### src/rtl/itwea_pkg.sv
// Purpose: Shared constants and types for the indirect table and wake-event access block.
// Assumes: Register index times four is the byte address on the host bus.
// Notes: Wake-event registers are internal and only reached through the byte window.
package itwea_pkg;

  // Register indices on the host bus; byte address is four times the index.
  localparam logic [7:0] IDX_SELECT_CTRL = 8'h6e;
  localparam logic [7:0] IDX_ADDR_TRIG = 8'h6f;
  localparam logic [7:0] IDX_DATA_FIRST = 8'h70;
  localparam logic [7:0] IDX_DATA_LAST = 8'h78;
  localparam logic [7:0] IDX_DATA_READY = 8'h72;
  localparam logic [7:0] IDX_BYTE_WINDOW = 8'ha0;
  localparam int ADDR_LSB = 2;
  localparam int IDX_W = 8;

  // Select register fields.
  localparam logic [2:0] SEL_WAKE_CODE = 3'h4;
  localparam logic [2:0] SEL_DYN_READ = 3'h6;
  localparam int SEL_CODE_MSB = 7;
  localparam int SEL_CODE_LSB = 5;
  localparam int SEL_OP_MSB = 4;
  localparam int SEL_OP_LSB = 2;
  localparam int SEL_PORT_MSB = 3;
  localparam int SEL_HIGH_IDX_MSB = 1;
  localparam logic [3:0] PORT_GLOBAL = 4'h0;

  // Wake-event byte offsets inside the window.
  localparam logic [7:0] OFF_CTRL_LAST = 8'h03;
  localparam logic [7:0] OFF_MASK_FIRST = 8'h04;
  localparam logic [7:0] OFF_MASK_LAST = 8'h07;

  // Forwarding entry layout.
  localparam int ENTRY_W = 72;
  localparam int ENTRY_EMPTY_BIT = 71;
  localparam int ENTRY_COUNT_W = 10;
  localparam int ENTRY_LOW_W = 61;
  localparam int ENTRY_BUSY_BIT = 55;
  localparam int TBL_INDEX_W = 10;

  // Wake-event bit positions.
  localparam int GCTRL_POL_BIT = 0;
  localparam int GCTRL_EN_BIT = 1;
  localparam int GCTRL_W = 2;
  localparam int STAT_ENERGY_BIT = 0;
  localparam int STAT_LINK_BIT = 1;
  localparam int STAT_MAGIC_BIT = 2;
  localparam int STAT_W = 3;

  // Bus responses and reset values.
  localparam logic [1:0] RESP_OKAY = 2'h0;
  localparam logic [1:0] RESP_SLVERR = 2'h2;
  localparam logic [7:0] RST_BYTE = 8'h00;
  localparam logic [31:0] RST_WORD = 32'h0000_0000;

  // State of one port's wake-event register set.
  typedef struct packed {
    logic [STAT_W-1:0] status;
    logic [31:0] mask;
  } itwea_port_s;

  // State of the top block.
  typedef struct packed {
    logic awready;
    logic wready;
    logic bvalid;
    logic [1:0] bresp;
    logic arready;
    logic rvalid;
    logic [1:0] rresp;
    logic [31:0] rdata;
    logic aw_held;
    logic w_held;
    logic [IDX_W-1:0] aw_idx;
    logic [7:0] w_byte;
    logic w_lane0;
    logic [7:0] sel_ctrl;
    logic [7:0] addr_trig;
    logic [ENTRY_W-1:0] entry;
    logic pending;
    logic tbl_req;
    logic [GCTRL_W-1:0] gctrl;
    logic wake;
  } itwea_state_s;

endpackage

### src/rtl/itwea_top.sv
// Purpose: AXI4-Lite register bank for indirect forwarding-table reads and wake-event access.
// Assumes: The table engine answers each request with one i_tbl_ack pulse.
// Notes: Registers are bytes in lane 0 of aligned words; upper bits read zero.
//
// Summary of operation
// - Writing the address register starts the read when select bits 4:2 are 110 and the code is not 100; low index bits.
// - Select register low bits give the high index bits.
// - Nine data bytes present the entry; the first holds bits 71 to 64.
// - Data bytes descend one per address; the last holds bits 7 to 0.
// - First two data bytes carry empty flag and valid-entry count.
// - Select code 100 picks wake-event access; port zero is global.
// - Port values one to three pick that port's wake-event registers.
// - Address register holds the byte offset; data moves through 0xA0.
// - Control and status bytes map most significant byte first.
// - Port mask occupies offsets 0x04 to 0x07, most significant first.
// - The selected location is readable and writable through 0xA0.
// - Magic packet status bit 2 sets on detection, clears by one.
// - Link-up status bit 1 sets on detection.
// - Energy status bit 0 sets on detection, clears by one.
// - Enable field zero disables the wake output.
// - Control bit 0 sets wake output polarity, one is active-high.
// - Entry bit 71 flags empty; bits 70:61 hold count minus one.
// - Entry bits 58:56 give the learning source port.
// - Entry bits 54:48 filter ident, 47:0 station address, 60:59 age.
//
// Local design decision: the AXI4-Lite interface to the registers.
module itwea_top
  import itwea_pkg::*;
#(
  parameter int NUM_PORTS = 3
) (
  // Clock and reset
  input wire logic i_sys_clk,
  input wire logic i_rst,
  // AXI4-Lite write address and data
  input wire logic i_axi_awvalid,
  output logic o_axi_awready,
  input wire logic [11:0] i_axi_awaddr,
  input wire logic i_axi_wvalid,
  output logic o_axi_wready,
  input wire logic [31:0] i_axi_wdata,
  input wire logic [3:0] i_axi_wstrb,
  // AXI4-Lite write response
  output logic o_axi_bvalid,
  input wire logic i_axi_bready,
  output logic [1:0] o_axi_bresp,
  // AXI4-Lite read
  input wire logic i_axi_arvalid,
  output logic o_axi_arready,
  input wire logic [11:0] i_axi_araddr,
  output logic o_axi_rvalid,
  input wire logic i_axi_rready,
  output logic [31:0] o_axi_rdata,
  output logic [1:0] o_axi_rresp,
  // Forwarding table engine
  output logic o_tbl_req,
  output logic [TBL_INDEX_W-1:0] o_tbl_index,
  input wire logic i_tbl_ack,
  input wire logic i_tbl_empty,
  input wire logic [ENTRY_COUNT_W-1:0] i_tbl_count_m1,
  input wire logic [ENTRY_LOW_W-1:0] i_tbl_entry,
  // Wake-event detection, one bit per port
  input wire logic [NUM_PORTS-1:0] i_magic_det,
  input wire logic [NUM_PORTS-1:0] i_link_up_det,
  input wire logic [NUM_PORTS-1:0] i_energy_det,
  // Wake output pin
  output logic o_wake
);

  itwea_state_s r_reg;
  itwea_state_s r_next;
  logic [NUM_PORTS-1:0] port_wr;
  logic [STAT_W-1:0] port_status [NUM_PORTS];
  logic [31:0] port_mask [NUM_PORTS];
  logic [NUM_PORTS-1:0] port_hit;
  logic wr_go;
  logic ar_hs;
  logic [IDX_W-1:0] ar_idx;
  logic wake_active;
  logic dyn_sel;
  logic wake_sel;
  logic [3:0] sel_port;

  assign wake_sel = r_reg.sel_ctrl[SEL_CODE_MSB:SEL_CODE_LSB] == SEL_WAKE_CODE;
  assign dyn_sel = r_reg.sel_ctrl[SEL_OP_MSB:SEL_OP_LSB] == SEL_DYN_READ
                   && !wake_sel;
  assign sel_port = r_reg.sel_ctrl[SEL_PORT_MSB:0];
  assign wr_go = r_reg.aw_held && r_reg.w_held && !r_reg.bvalid;
  assign ar_hs = i_axi_arvalid && r_reg.arready;
  assign ar_idx = i_axi_araddr[ADDR_LSB +: IDX_W];

  // Byte seen through the window for the current select and offset.
  function automatic logic [7:0] window_byte(input logic [31:0] word, input logic [7:0] off);
    window_byte = word[8*(3-off[1:0]) +: 8];
  endfunction

  genvar gp;
  generate
    for (gp = 0; gp < NUM_PORTS; gp++) begin : g_port
      assign port_hit[gp] = wake_sel && sel_port == 4'(gp + 1);
      assign port_wr[gp] = wr_go && r_reg.w_lane0 && port_hit[gp]
                           && r_reg.aw_idx == IDX_BYTE_WINDOW;
      itwea_port_regs u_port (
        .i_sys_clk(i_sys_clk),
        .i_rst(i_rst),
        .i_wr_en(port_wr[gp]),
        .i_wr_off(r_reg.addr_trig),
        .i_wr_data(r_reg.w_byte),
        .i_events({i_magic_det[gp], i_link_up_det[gp], i_energy_det[gp]}),
        .o_status(port_status[gp]),
        .o_mask(port_mask[gp])
      );
    end
  endgenerate

  always_comb begin
    wake_active = 1'b0;
    for (int p = 0; p < NUM_PORTS; p++) begin
      wake_active = wake_active | (|(port_status[p] & port_mask[p][STAT_W-1:0]));
    end
  end

  always_comb begin
    logic [7:0] rbyte;
    logic mapped;
    logic [ENTRY_W-1:0] view;
    logic [IDX_W-1:0] k;
    rbyte = RST_BYTE;
    mapped = 1'b1;
    view = r_reg.entry;
    k = '0;
    r_next = r_reg;

    // Write address and data are taken in either order and held until used.
    if (i_axi_awvalid && r_reg.awready) begin
      r_next.aw_held = 1'b1;
      r_next.awready = 1'b0;
      r_next.aw_idx = i_axi_awaddr[ADDR_LSB +: IDX_W];
    end
    if (i_axi_wvalid && r_reg.wready) begin
      r_next.w_held = 1'b1;
      r_next.wready = 1'b0;
      r_next.w_byte = i_axi_wdata[7:0];
      r_next.w_lane0 = i_axi_wstrb[0];
    end
    if (!r_reg.aw_held && !r_reg.bvalid && !(i_axi_awvalid && r_reg.awready)) begin
      r_next.awready = 1'b1;
    end
    if (!r_reg.w_held && !r_reg.bvalid && !(i_axi_wvalid && r_reg.wready)) begin
      r_next.wready = 1'b1;
    end

    // entry capture
    // Taken ahead of the write decode, so a trigger in the ack cycle restarts the fetch.
    if (r_reg.tbl_req && i_tbl_ack) begin
      r_next.tbl_req = 1'b0;
      r_next.pending = 1'b0;
      r_next.entry = {i_tbl_empty, i_tbl_count_m1, i_tbl_entry};
    end

    if (wr_go) begin
      r_next.aw_held = 1'b0;
      r_next.w_held = 1'b0;
      r_next.bvalid = 1'b1;
      r_next.bresp = RESP_OKAY;
      unique case (r_reg.aw_idx)
        IDX_SELECT_CTRL: begin
          if (r_reg.w_lane0) begin
            r_next.sel_ctrl = r_reg.w_byte;
          end
        end
        IDX_ADDR_TRIG: begin
          if (r_reg.w_lane0) begin
            r_next.addr_trig = r_reg.w_byte;
            if (dyn_sel) begin
              r_next.pending = 1'b1;
              r_next.tbl_req = 1'b1;
            end
          end
        end
        IDX_BYTE_WINDOW: begin
          // global write keeps only defined bits
          if (r_reg.w_lane0 && wake_sel && sel_port == PORT_GLOBAL
              && r_reg.addr_trig == OFF_CTRL_LAST) begin
            r_next.gctrl = r_reg.w_byte[GCTRL_W-1:0];
          end
        end
        default: begin
          if (!(r_reg.aw_idx >= IDX_DATA_FIRST && r_reg.aw_idx <= IDX_DATA_LAST)) begin
            r_next.bresp = RESP_SLVERR;
          end
        end
      endcase
    end else if (r_reg.bvalid && i_axi_bready) begin
      r_next.bvalid = 1'b0;
    end

    if (r_reg.pending) begin
      view[ENTRY_BUSY_BIT] = 1'b1;
    end

    if (ar_idx == IDX_SELECT_CTRL) begin
      rbyte = r_reg.sel_ctrl;
    end else if (ar_idx == IDX_ADDR_TRIG) begin
      rbyte = r_reg.addr_trig;
    end else if (ar_idx >= IDX_DATA_FIRST && ar_idx <= IDX_DATA_LAST) begin
      k = ar_idx - IDX_DATA_FIRST;
      rbyte = view[ENTRY_W-1-8*k -: 8];
    end else if (ar_idx == IDX_BYTE_WINDOW) begin
      if (wake_sel && sel_port == PORT_GLOBAL && r_reg.addr_trig <= OFF_CTRL_LAST) begin
        rbyte = window_byte({30'h0000_0000, r_reg.gctrl}, r_reg.addr_trig);
      end
      for (int p = 0; p < NUM_PORTS; p++) begin
        if (port_hit[p] && r_reg.addr_trig <= OFF_CTRL_LAST) begin
          rbyte = window_byte({29'h0000_0000, port_status[p]}, r_reg.addr_trig);
        end else if (port_hit[p] && r_reg.addr_trig >= OFF_MASK_FIRST
                     && r_reg.addr_trig <= OFF_MASK_LAST) begin
          rbyte = window_byte(port_mask[p], r_reg.addr_trig);
        end
      end
    end else begin
      mapped = 1'b0;
    end

    // One read at a time: arready stays low until the answer is taken.
    if (ar_hs) begin
      r_next.arready = 1'b0;
      r_next.rvalid = 1'b1;
      r_next.rdata = {24'h00_0000, rbyte};
      r_next.rresp = mapped ? RESP_OKAY : RESP_SLVERR;
    end else if (r_reg.rvalid && i_axi_rready) begin
      r_next.rvalid = 1'b0;
      r_next.arready = 1'b1;
    end else if (!r_reg.rvalid) begin
      r_next.arready = 1'b1;
    end

    // A disabled pin rests at its inactive level; the pin is never released.
    // wake pin level
    if (r_reg.gctrl[GCTRL_EN_BIT]) begin
      r_next.wake = wake_active ~^ r_reg.gctrl[GCTRL_POL_BIT];
    end else begin
      r_next.wake = ~r_reg.gctrl[GCTRL_POL_BIT];
    end
  end

  always_ff @(posedge i_sys_clk or posedge i_rst) begin
    if (i_rst) begin
      r_reg <= '0;
    end else begin
      r_reg <= r_next;
    end
  end

  assign o_axi_awready = r_reg.awready;
  assign o_axi_wready = r_reg.wready;
  assign o_axi_bvalid = r_reg.bvalid;
  assign o_axi_bresp = r_reg.bresp;
  assign o_axi_arready = r_reg.arready;
  assign o_axi_rvalid = r_reg.rvalid;
  assign o_axi_rdata = r_reg.rdata;
  assign o_axi_rresp = r_reg.rresp;
  assign o_tbl_req = r_reg.tbl_req;
  // The index follows the registers, so rewriting them mid-fetch moves the request.
  // high index bits
  assign o_tbl_index = {r_reg.sel_ctrl[SEL_HIGH_IDX_MSB:0], r_reg.addr_trig};
  assign o_wake = r_reg.wake;
endmodule // itwea_top

### src/rtl/itwea_port_regs.sv
// Purpose: One port's wake-event status and mask registers behind the byte window.
// Assumes: Event inputs are one-cycle pulses synchronous to i_sys_clk.
// Notes: A detected event in the clearing cycle wins over the write of one.
module itwea_port_regs
  import itwea_pkg::*;
(
  // Clock and reset
  input wire logic i_sys_clk,
  input wire logic i_rst,
  // Byte write from the window
  input wire logic i_wr_en,
  input wire logic [7:0] i_wr_off,
  input wire logic [7:0] i_wr_data,
  // Detected events
  input wire logic [STAT_W-1:0] i_events,
  // Register contents
  output logic [STAT_W-1:0] o_status,
  output logic [31:0] o_mask
);

  itwea_port_s st_reg;
  itwea_port_s st_next;
  logic [STAT_W-1:0] clr;
  logic [1:0] lane;

  always_comb begin
    st_next = st_reg;
    clr = '0;
    lane = i_wr_off[1:0];
    if (i_wr_en && i_wr_off == OFF_CTRL_LAST) begin
      clr = i_wr_data[STAT_W-1:0];
    end
    if (i_wr_en && i_wr_off >= OFF_MASK_FIRST && i_wr_off <= OFF_MASK_LAST) begin
      st_next.mask[8*(3-lane) +: 8] = i_wr_data;
    end
    st_next.status = (st_reg.status & ~clr) | i_events;
  end

  always_ff @(posedge i_sys_clk or posedge i_rst) begin
    if (i_rst) begin
      st_reg <= '0;
    end else begin
      st_reg <= st_next;
    end
  end

  assign o_status = st_reg.status;
  assign o_mask = st_reg.mask;
endmodule // itwea_port_regs

### config.mk
export PLATFORM = sky130hd
export DESIGN_NAME = itwea_top
export DESIGN_NICKNAME = d
export VERILOG_FILES = /design/src/rtl/itwea_pkg.sv /design/src/rtl/itwea_top.sv /design/src/rtl/itwea_port_regs.sv
export SDC_FILE = /design/constraint.sdc
export NUM_CORES = 1
export LEC_CHECK = 0
export BUFFER_PORTS_ARGS = -buffer_cell sky130_fd_sc_hd__buf_2
export CELL_PAD_IN_SITES_DETAIL_PLACEMENT = 1
export CELL_PAD_IN_SITES_GLOBAL_PLACEMENT = 1
export CORE_ASPECT_RATIO = 1.75
export CORE_MARGIN = 1.5
export CORE_UTILIZATION = 35
export DETAILED_ROUTE_END_ITERATION = 6
export PLACE_DENSITY = 0.7
export SLEW_MARGIN = 15
export SYNTH_ARGS = -nofsm -noshare
export SYNTH_HDL_FRONTEND = slang
export SYNTH_SLANG_ARGS = --single-unit
### constraint.sdc
create_clock -name i_sys_clk -period 7.3 [get_ports i_sys_clk]
set_input_delay 1.095 -clock i_sys_clk [delete_from_list [all_inputs] [get_ports i_sys_clk]]
set_output_delay 1.095 -clock i_sys_clk [all_outputs]
set_load 0.02 [all_outputs]
### After elaboration in Yosys (flattened, before gate mapping)

Cells that the tools add are included.
Widths: inputs -> output; s select.

| word-level totals | value |
|---|---|
| bits in registers | 234 |
| output and inout bits | 53 |
| word-level logic and storage cells | 190 |

| cells by class | value |
|---|---|
| add/subtract/negate cells | 4 |
| magnitude comparators | 7 |
| eq/ne operators | 13 |
| shift-type cells | 10 |
| multiplexer cells | 46 |
| bitwise gates (word level) | 16 |
| reductions and logical operators | 68 |

Operator list:

| kind | count |
|---|---|
| $shiftx 32x33->8 | 7 |
| $bwmux 32 | 3 |
| $mux 8 | 11 |
| $shiftx 79x33->8 | 1 |
| $logic_and 1x1->1 | 48 |
| $neg 32->34 | 1 |
| $shift 8x34->32 const A | 1 |
| $shiftx 8x34->32 | 1 |
| $eq 8x7->1 const B | 4 |
| $mux 2 | 11 |
| $and 3x3->3 | 6 |
| $mux 1 | 17 |
| $eq 8x8->1 const B | 2 |
| $ge 8x7->1 const B | 2 |
| $le 8x7->1 const B | 2 |
| $reduce_bool 2->1 | 6 |
| $reduce_or 3->1 | 4 |
| $sub 7x11->12 const A | 1 |
| $mux 3 | 3 |
| $not 3->3 | 3 |
| $or 3x3->3 | 3 |
| $reduce_and 3->1 | 3 |
| $eq 4x2->1 const B | 2 |
| $eq 8x2->1 const B | 1 |
| 14 further kinds | 21 |

### Depth between registers and ports, before layout

| depth | value |
|---|---|
| depth in word-level cells | 14 |
| mapped depth | 10 |
| gate-level depth less buffers | 8 |

### By module

A second synthesis with hierarchy kept.

| unflattened totals | value |
|---|---|
| cells, all modules | 1085 |
| area total of the unflattened synthesis | 12533.3 um^2 |

By module, submodules not included:

| module | instances | cells an instance | area an instance (um^2) | sequential area each (um^2) |
|---|---|---|---|---|
| itwea_top | 1 | 594 | 7404.6 | 3178.0 |
| itwea_port_regs (g_port[0].u_port ...) | 2 | 162 | 1707.9 | 875.8 |
| itwea_port_regs (g_port[2].u_port) | 1 | 167 | 1712.9 | 875.8 |

### Least setup slack after synthesis

Ideal clock, no wire load.

| timing path | value |
|---|---|
| kind | input -> register |
| start point | input port i_axi_araddr[2] |
| end point | register r_reg (netlist bit o_axi_rdata[7]) |
| library setup time | 0.121 ns |
| data arrival time | 3.215 ns |
| data required time | 7.179 ns |
| slack | 3.964 ns |
| cell stages on the path | 9 |
| buffers on the path | 3 |
| cell sequence | buf_4 > inv_1 > ha_1 > clkbuf_1 > clkbuf_1 > mux4_2 > a222oi_1 > o221a_1 > o21ai_1 |

| between the ends | value |
|---|---|
| longest elaborated chain between the ends | 6 |

Ends and longest elaborated chain:

| item | RTL line | RTL |
|---|---|---|
| from (decl) | itwea_top.sv:50 | `input wire logic [11:0] i_axi_araddr,` |
| $sub 8x7->8 | itwea_top.sv:207 | `k = ar_idx - IDX_DATA_FIRST;` |
| $sub 7x11->12 | itwea_top.sv:208 | `rbyte = view[ENTRY_W-1-8*k -: 8];` |
| $shiftx 79x33->8 | itwea_top.sv:208 |  |
| $mux 8 | itwea_top.sv:206 | `end else if (ar_idx >= IDX_DATA_FIRST && ar_idx <= IDX_DATA_LAST) begin` |
| $mux 8 | itwea_top.sv:204 | `end else if (ar_idx == IDX_ADDR_TRIG) begin` |
| $mux 8 * | itwea_top.sv:202 | `if (ar_idx == IDX_SELECT_CTRL) begin` |
| to (signal assigned) | itwea_top.sv:251 | `r_reg <= r_next;` |
| to (decl) | itwea_top.sv:70 | `itwea_state_s r_reg;` |

Every way passes the cells marked *; elsewhere a longest branch is shown, timed or not.
A chain may end at the register's enable or synchronous reset.

### Worst setup path in the final report

| timing path | value |
|---|---|
| start point | input port i_axi_araddr[2] |
| end point | register r_reg (netlist bit o_axi_rdata[2]) |

The elaborated chain is that of the path after synthesis.

==> out/results.ini <==
[finish]
fin_area_um2 = 13000
antenna_cells = 0
num-nets-final = 1212
largest_reg_flops = 100
instances_no_fill = 1467
fin_util_pct = 40.6
final_layout_size_suffix_gt1_share_pct = 36.5
syn2layout_area_growth_pct = 14.3
fillers = 3435

[grt]
grt_pass1_wl_um = 50900
grt_max_degree = 112
grt-ovfl-total = 0
grtUsageTotal_pct = 19.6
grt_pass1_vias = 8781
antenna_found_initial = 0

[setup_path]
cp-end-kind = flip-flop
crit_fanout = 21
rrSetupSlack_ns = 4.15
crit_required_ns = 7.70
reg2reg_from = o_tbl_index[8]
cp_data_arrival_time_ns = 4.12
rr_worst_depth = 5
critPathLaunchType = input pin
reg2reg_to = g_port[1].u_port.o_mask[24]
worst-setup-path-type = in -> reg

[clock_network]
cts_buffers = 24
h-tree-depth = 1
clkSlewWorstSetupHoldPaths_ns = 0.06
cts_tree = built
post_cts_buffers = 0
clock-root-buffer = clkbuf_16
clockBufferDepth = 3
numClockSinks = 232
cts_resized = 0
cts_hold_buf = 0
clk_latency_ns = 0.52

[pwr]
p_comb_share_pct = 15.0
p_sw_share_pct = 28.7
finalPower_mw = 3.26
p_int_mw = 2.33
powerDensity_nw_per_um2 = 251
p_sw_mw = 0.937
p_leak_nw = 5.88
p_clk_share_pct = 36.8
vdd.ir_drop.worst_v = 0.000138
p_seq_share_pct = 48.2

[placement]
place_hpwl_um = 24200
placed_cells = 1426
placed_area_um2 = 12300
post-place-ws_ns = 2.91
gp_congestion = 0.862
portBuffers = 140

[routing]
dr_wl_met2_um = 18000
drc = 24
routed_via_density = 5.35
dr_wl_met3_um = 1510
vias = 7847
wl_per_cell_um = 22.2
drtAntennaViolNets = 0
routed.top_layer = met4
drt_iter0_drc = 353
wl_met1_um = 11800
routed_wl_um = 32600
firstDrtPassIters = 6

[sta]
relSlewSlack_pct = 23.6
tightest_slew_ns = 1.14
fin_crit_sh_pct = 50.9
clock_skew_ns = 0.0120
rsz0062_at_grt = false
fmax_mhz = 269
setup_tns_ns = 0
finalMaxSlewViolations = 0
final-hold-violation-count = 0
period_needed_ns = 3.72
setup_viol = 0
fin_ws_ns = 3.58
whs_ns = 0.475

[logic_synthesis]
synth_most_common_cell = dfrtp_1
synth_area_leaders = dfrtp_1 51%, mux2_2 14%, mux4_2 7.7%
yosysTopAreaCell = dfrtp_1
yosys_warnings = 0
seq_area_frac_synth_pct = 50.9
synth-main-ff-cell = dfrtp_1
yosys-top-cells-count = 232 x dfrtp_1, 138 x mux2_2, 117 x nand2_1
async_flop_share_pct = 100
postSynthAreaPerCell_um2 = 12.1
syn_inst = 939
yosys_register_bits = 232
synth_area_um2 = 11400
synth-edff-count = 0
ys_types = 77
synth_top_area_share_pct = 50.9

[min_path]
hp-class = reg -> reg
whs_path_depth = 1
whs_endpoint = g_port[2].u_port.o_mask[5]
min_from = g_port[2].u_port.o_mask[5]

[floorplanning]
die_w_um = 139
coreArea_um2 = 32100
io-pin-count = 202
die_area_um2 = 33700
start_util_pct = 35.5
die-height_um = 242
fp-row-count = 87

[outcome]
violations = DRC
outcome = finished with violations

[run]
max-cap-violations = 0

-- per-layer routing --
metal / vias to the layer above / GRT usage, %
met4: 0 / 8.73
met2: 218 / 37.3
li1: 3557 / -
met5: - / 0
met1: 4001 / 21.1
met3: 71 / 2.73
-- power groups by stage --
stage,Combinational [mW],Sequential (mW),Clock [mW]
after floorplan,0.383,1.52,0
after global placement,0.485,1.59,0
after detailed placement,0.496,1.60,0
after CTS,0.499,1.58,1.23
after global routing,0.536,1.59,1.28
final,0.488,1.57,1.20
-- final cells by class --
type	count	area, um^2	share of cell area, %
inverter	13	52.6	0.403
sequential	232	5810	44.6
tap	400	500	3.84
timing repair buffer	153	811	6.22
clock buffer	34	689	5.29
multi-input combinational	628	5100	39.2
clock inverter	7	66.3	0.509
-- kinds of logic (layout without fill, tap and decap cells) --
| kind of cell | Yosys count | in the layout | share of synthesized area [%] |
|---|---|---|---|
| other cells | 1 | 26 | 0.0329 |
| flops | 232 | 232 | 50.9 |
| compound gates | 168 | 168 | 9.63 |
| simple gates | 238 | 238 | 11.0 |
| fa+ha+maj | 11 | 11 | 1.21 |
| mux | 182 | 182 | 21.8 |
| buf+inv | 104 | 207 | 5.23 |
| xor+xnor | 3 | 3 | 0.230 |
-- worst max-delay path, cell delays in order --
cell       delay (ns)
buf_2            0.52
inv_1            0.18
ha_1             0.92
mux4_2           0.59
mux2i_1          0.20
a2bb2oi_1        0.30
or3_1            0.20
o211ai_1         0.09
-- worst max path at each step --
stage,start,to,slack [ns]
finish,i_axi_araddr[2],o_axi_rdata[2],3.58
floorplan,i_rst,g_port[0].u_port.o_mask[0],3.17
detailed placement,i_axi_araddr[2],o_axi_rdata[2],2.91
global route,i_axi_araddr[2],o_axi_rdata[2],3.34
CTS,i_axi_araddr[2],o_axi_rdata[2],3.46
global placement,i_axi_araddr[2],o_axi_rdata[2],2.92
-- placed cells by master (no fill, tap or decap), drive strengths merged, types with 8 or more instances in the layout --
cell type  synthesis  routed
nor3              12      12
dfrtp            232     232
o21ai             72      72
clkbuf            28      34
mux4              39      39
nor2              26      26
a22oi              9       9
nand3             21      21
a21o              22      22
buf               63     153
mux2             141     141
nand2            117     117
a31oi              8       8
and2              12      12
a21oi              9       9
ha                11      11
inv               12      12
conb               1      26
Note: power is estimated with default switching activity, not from simulation.
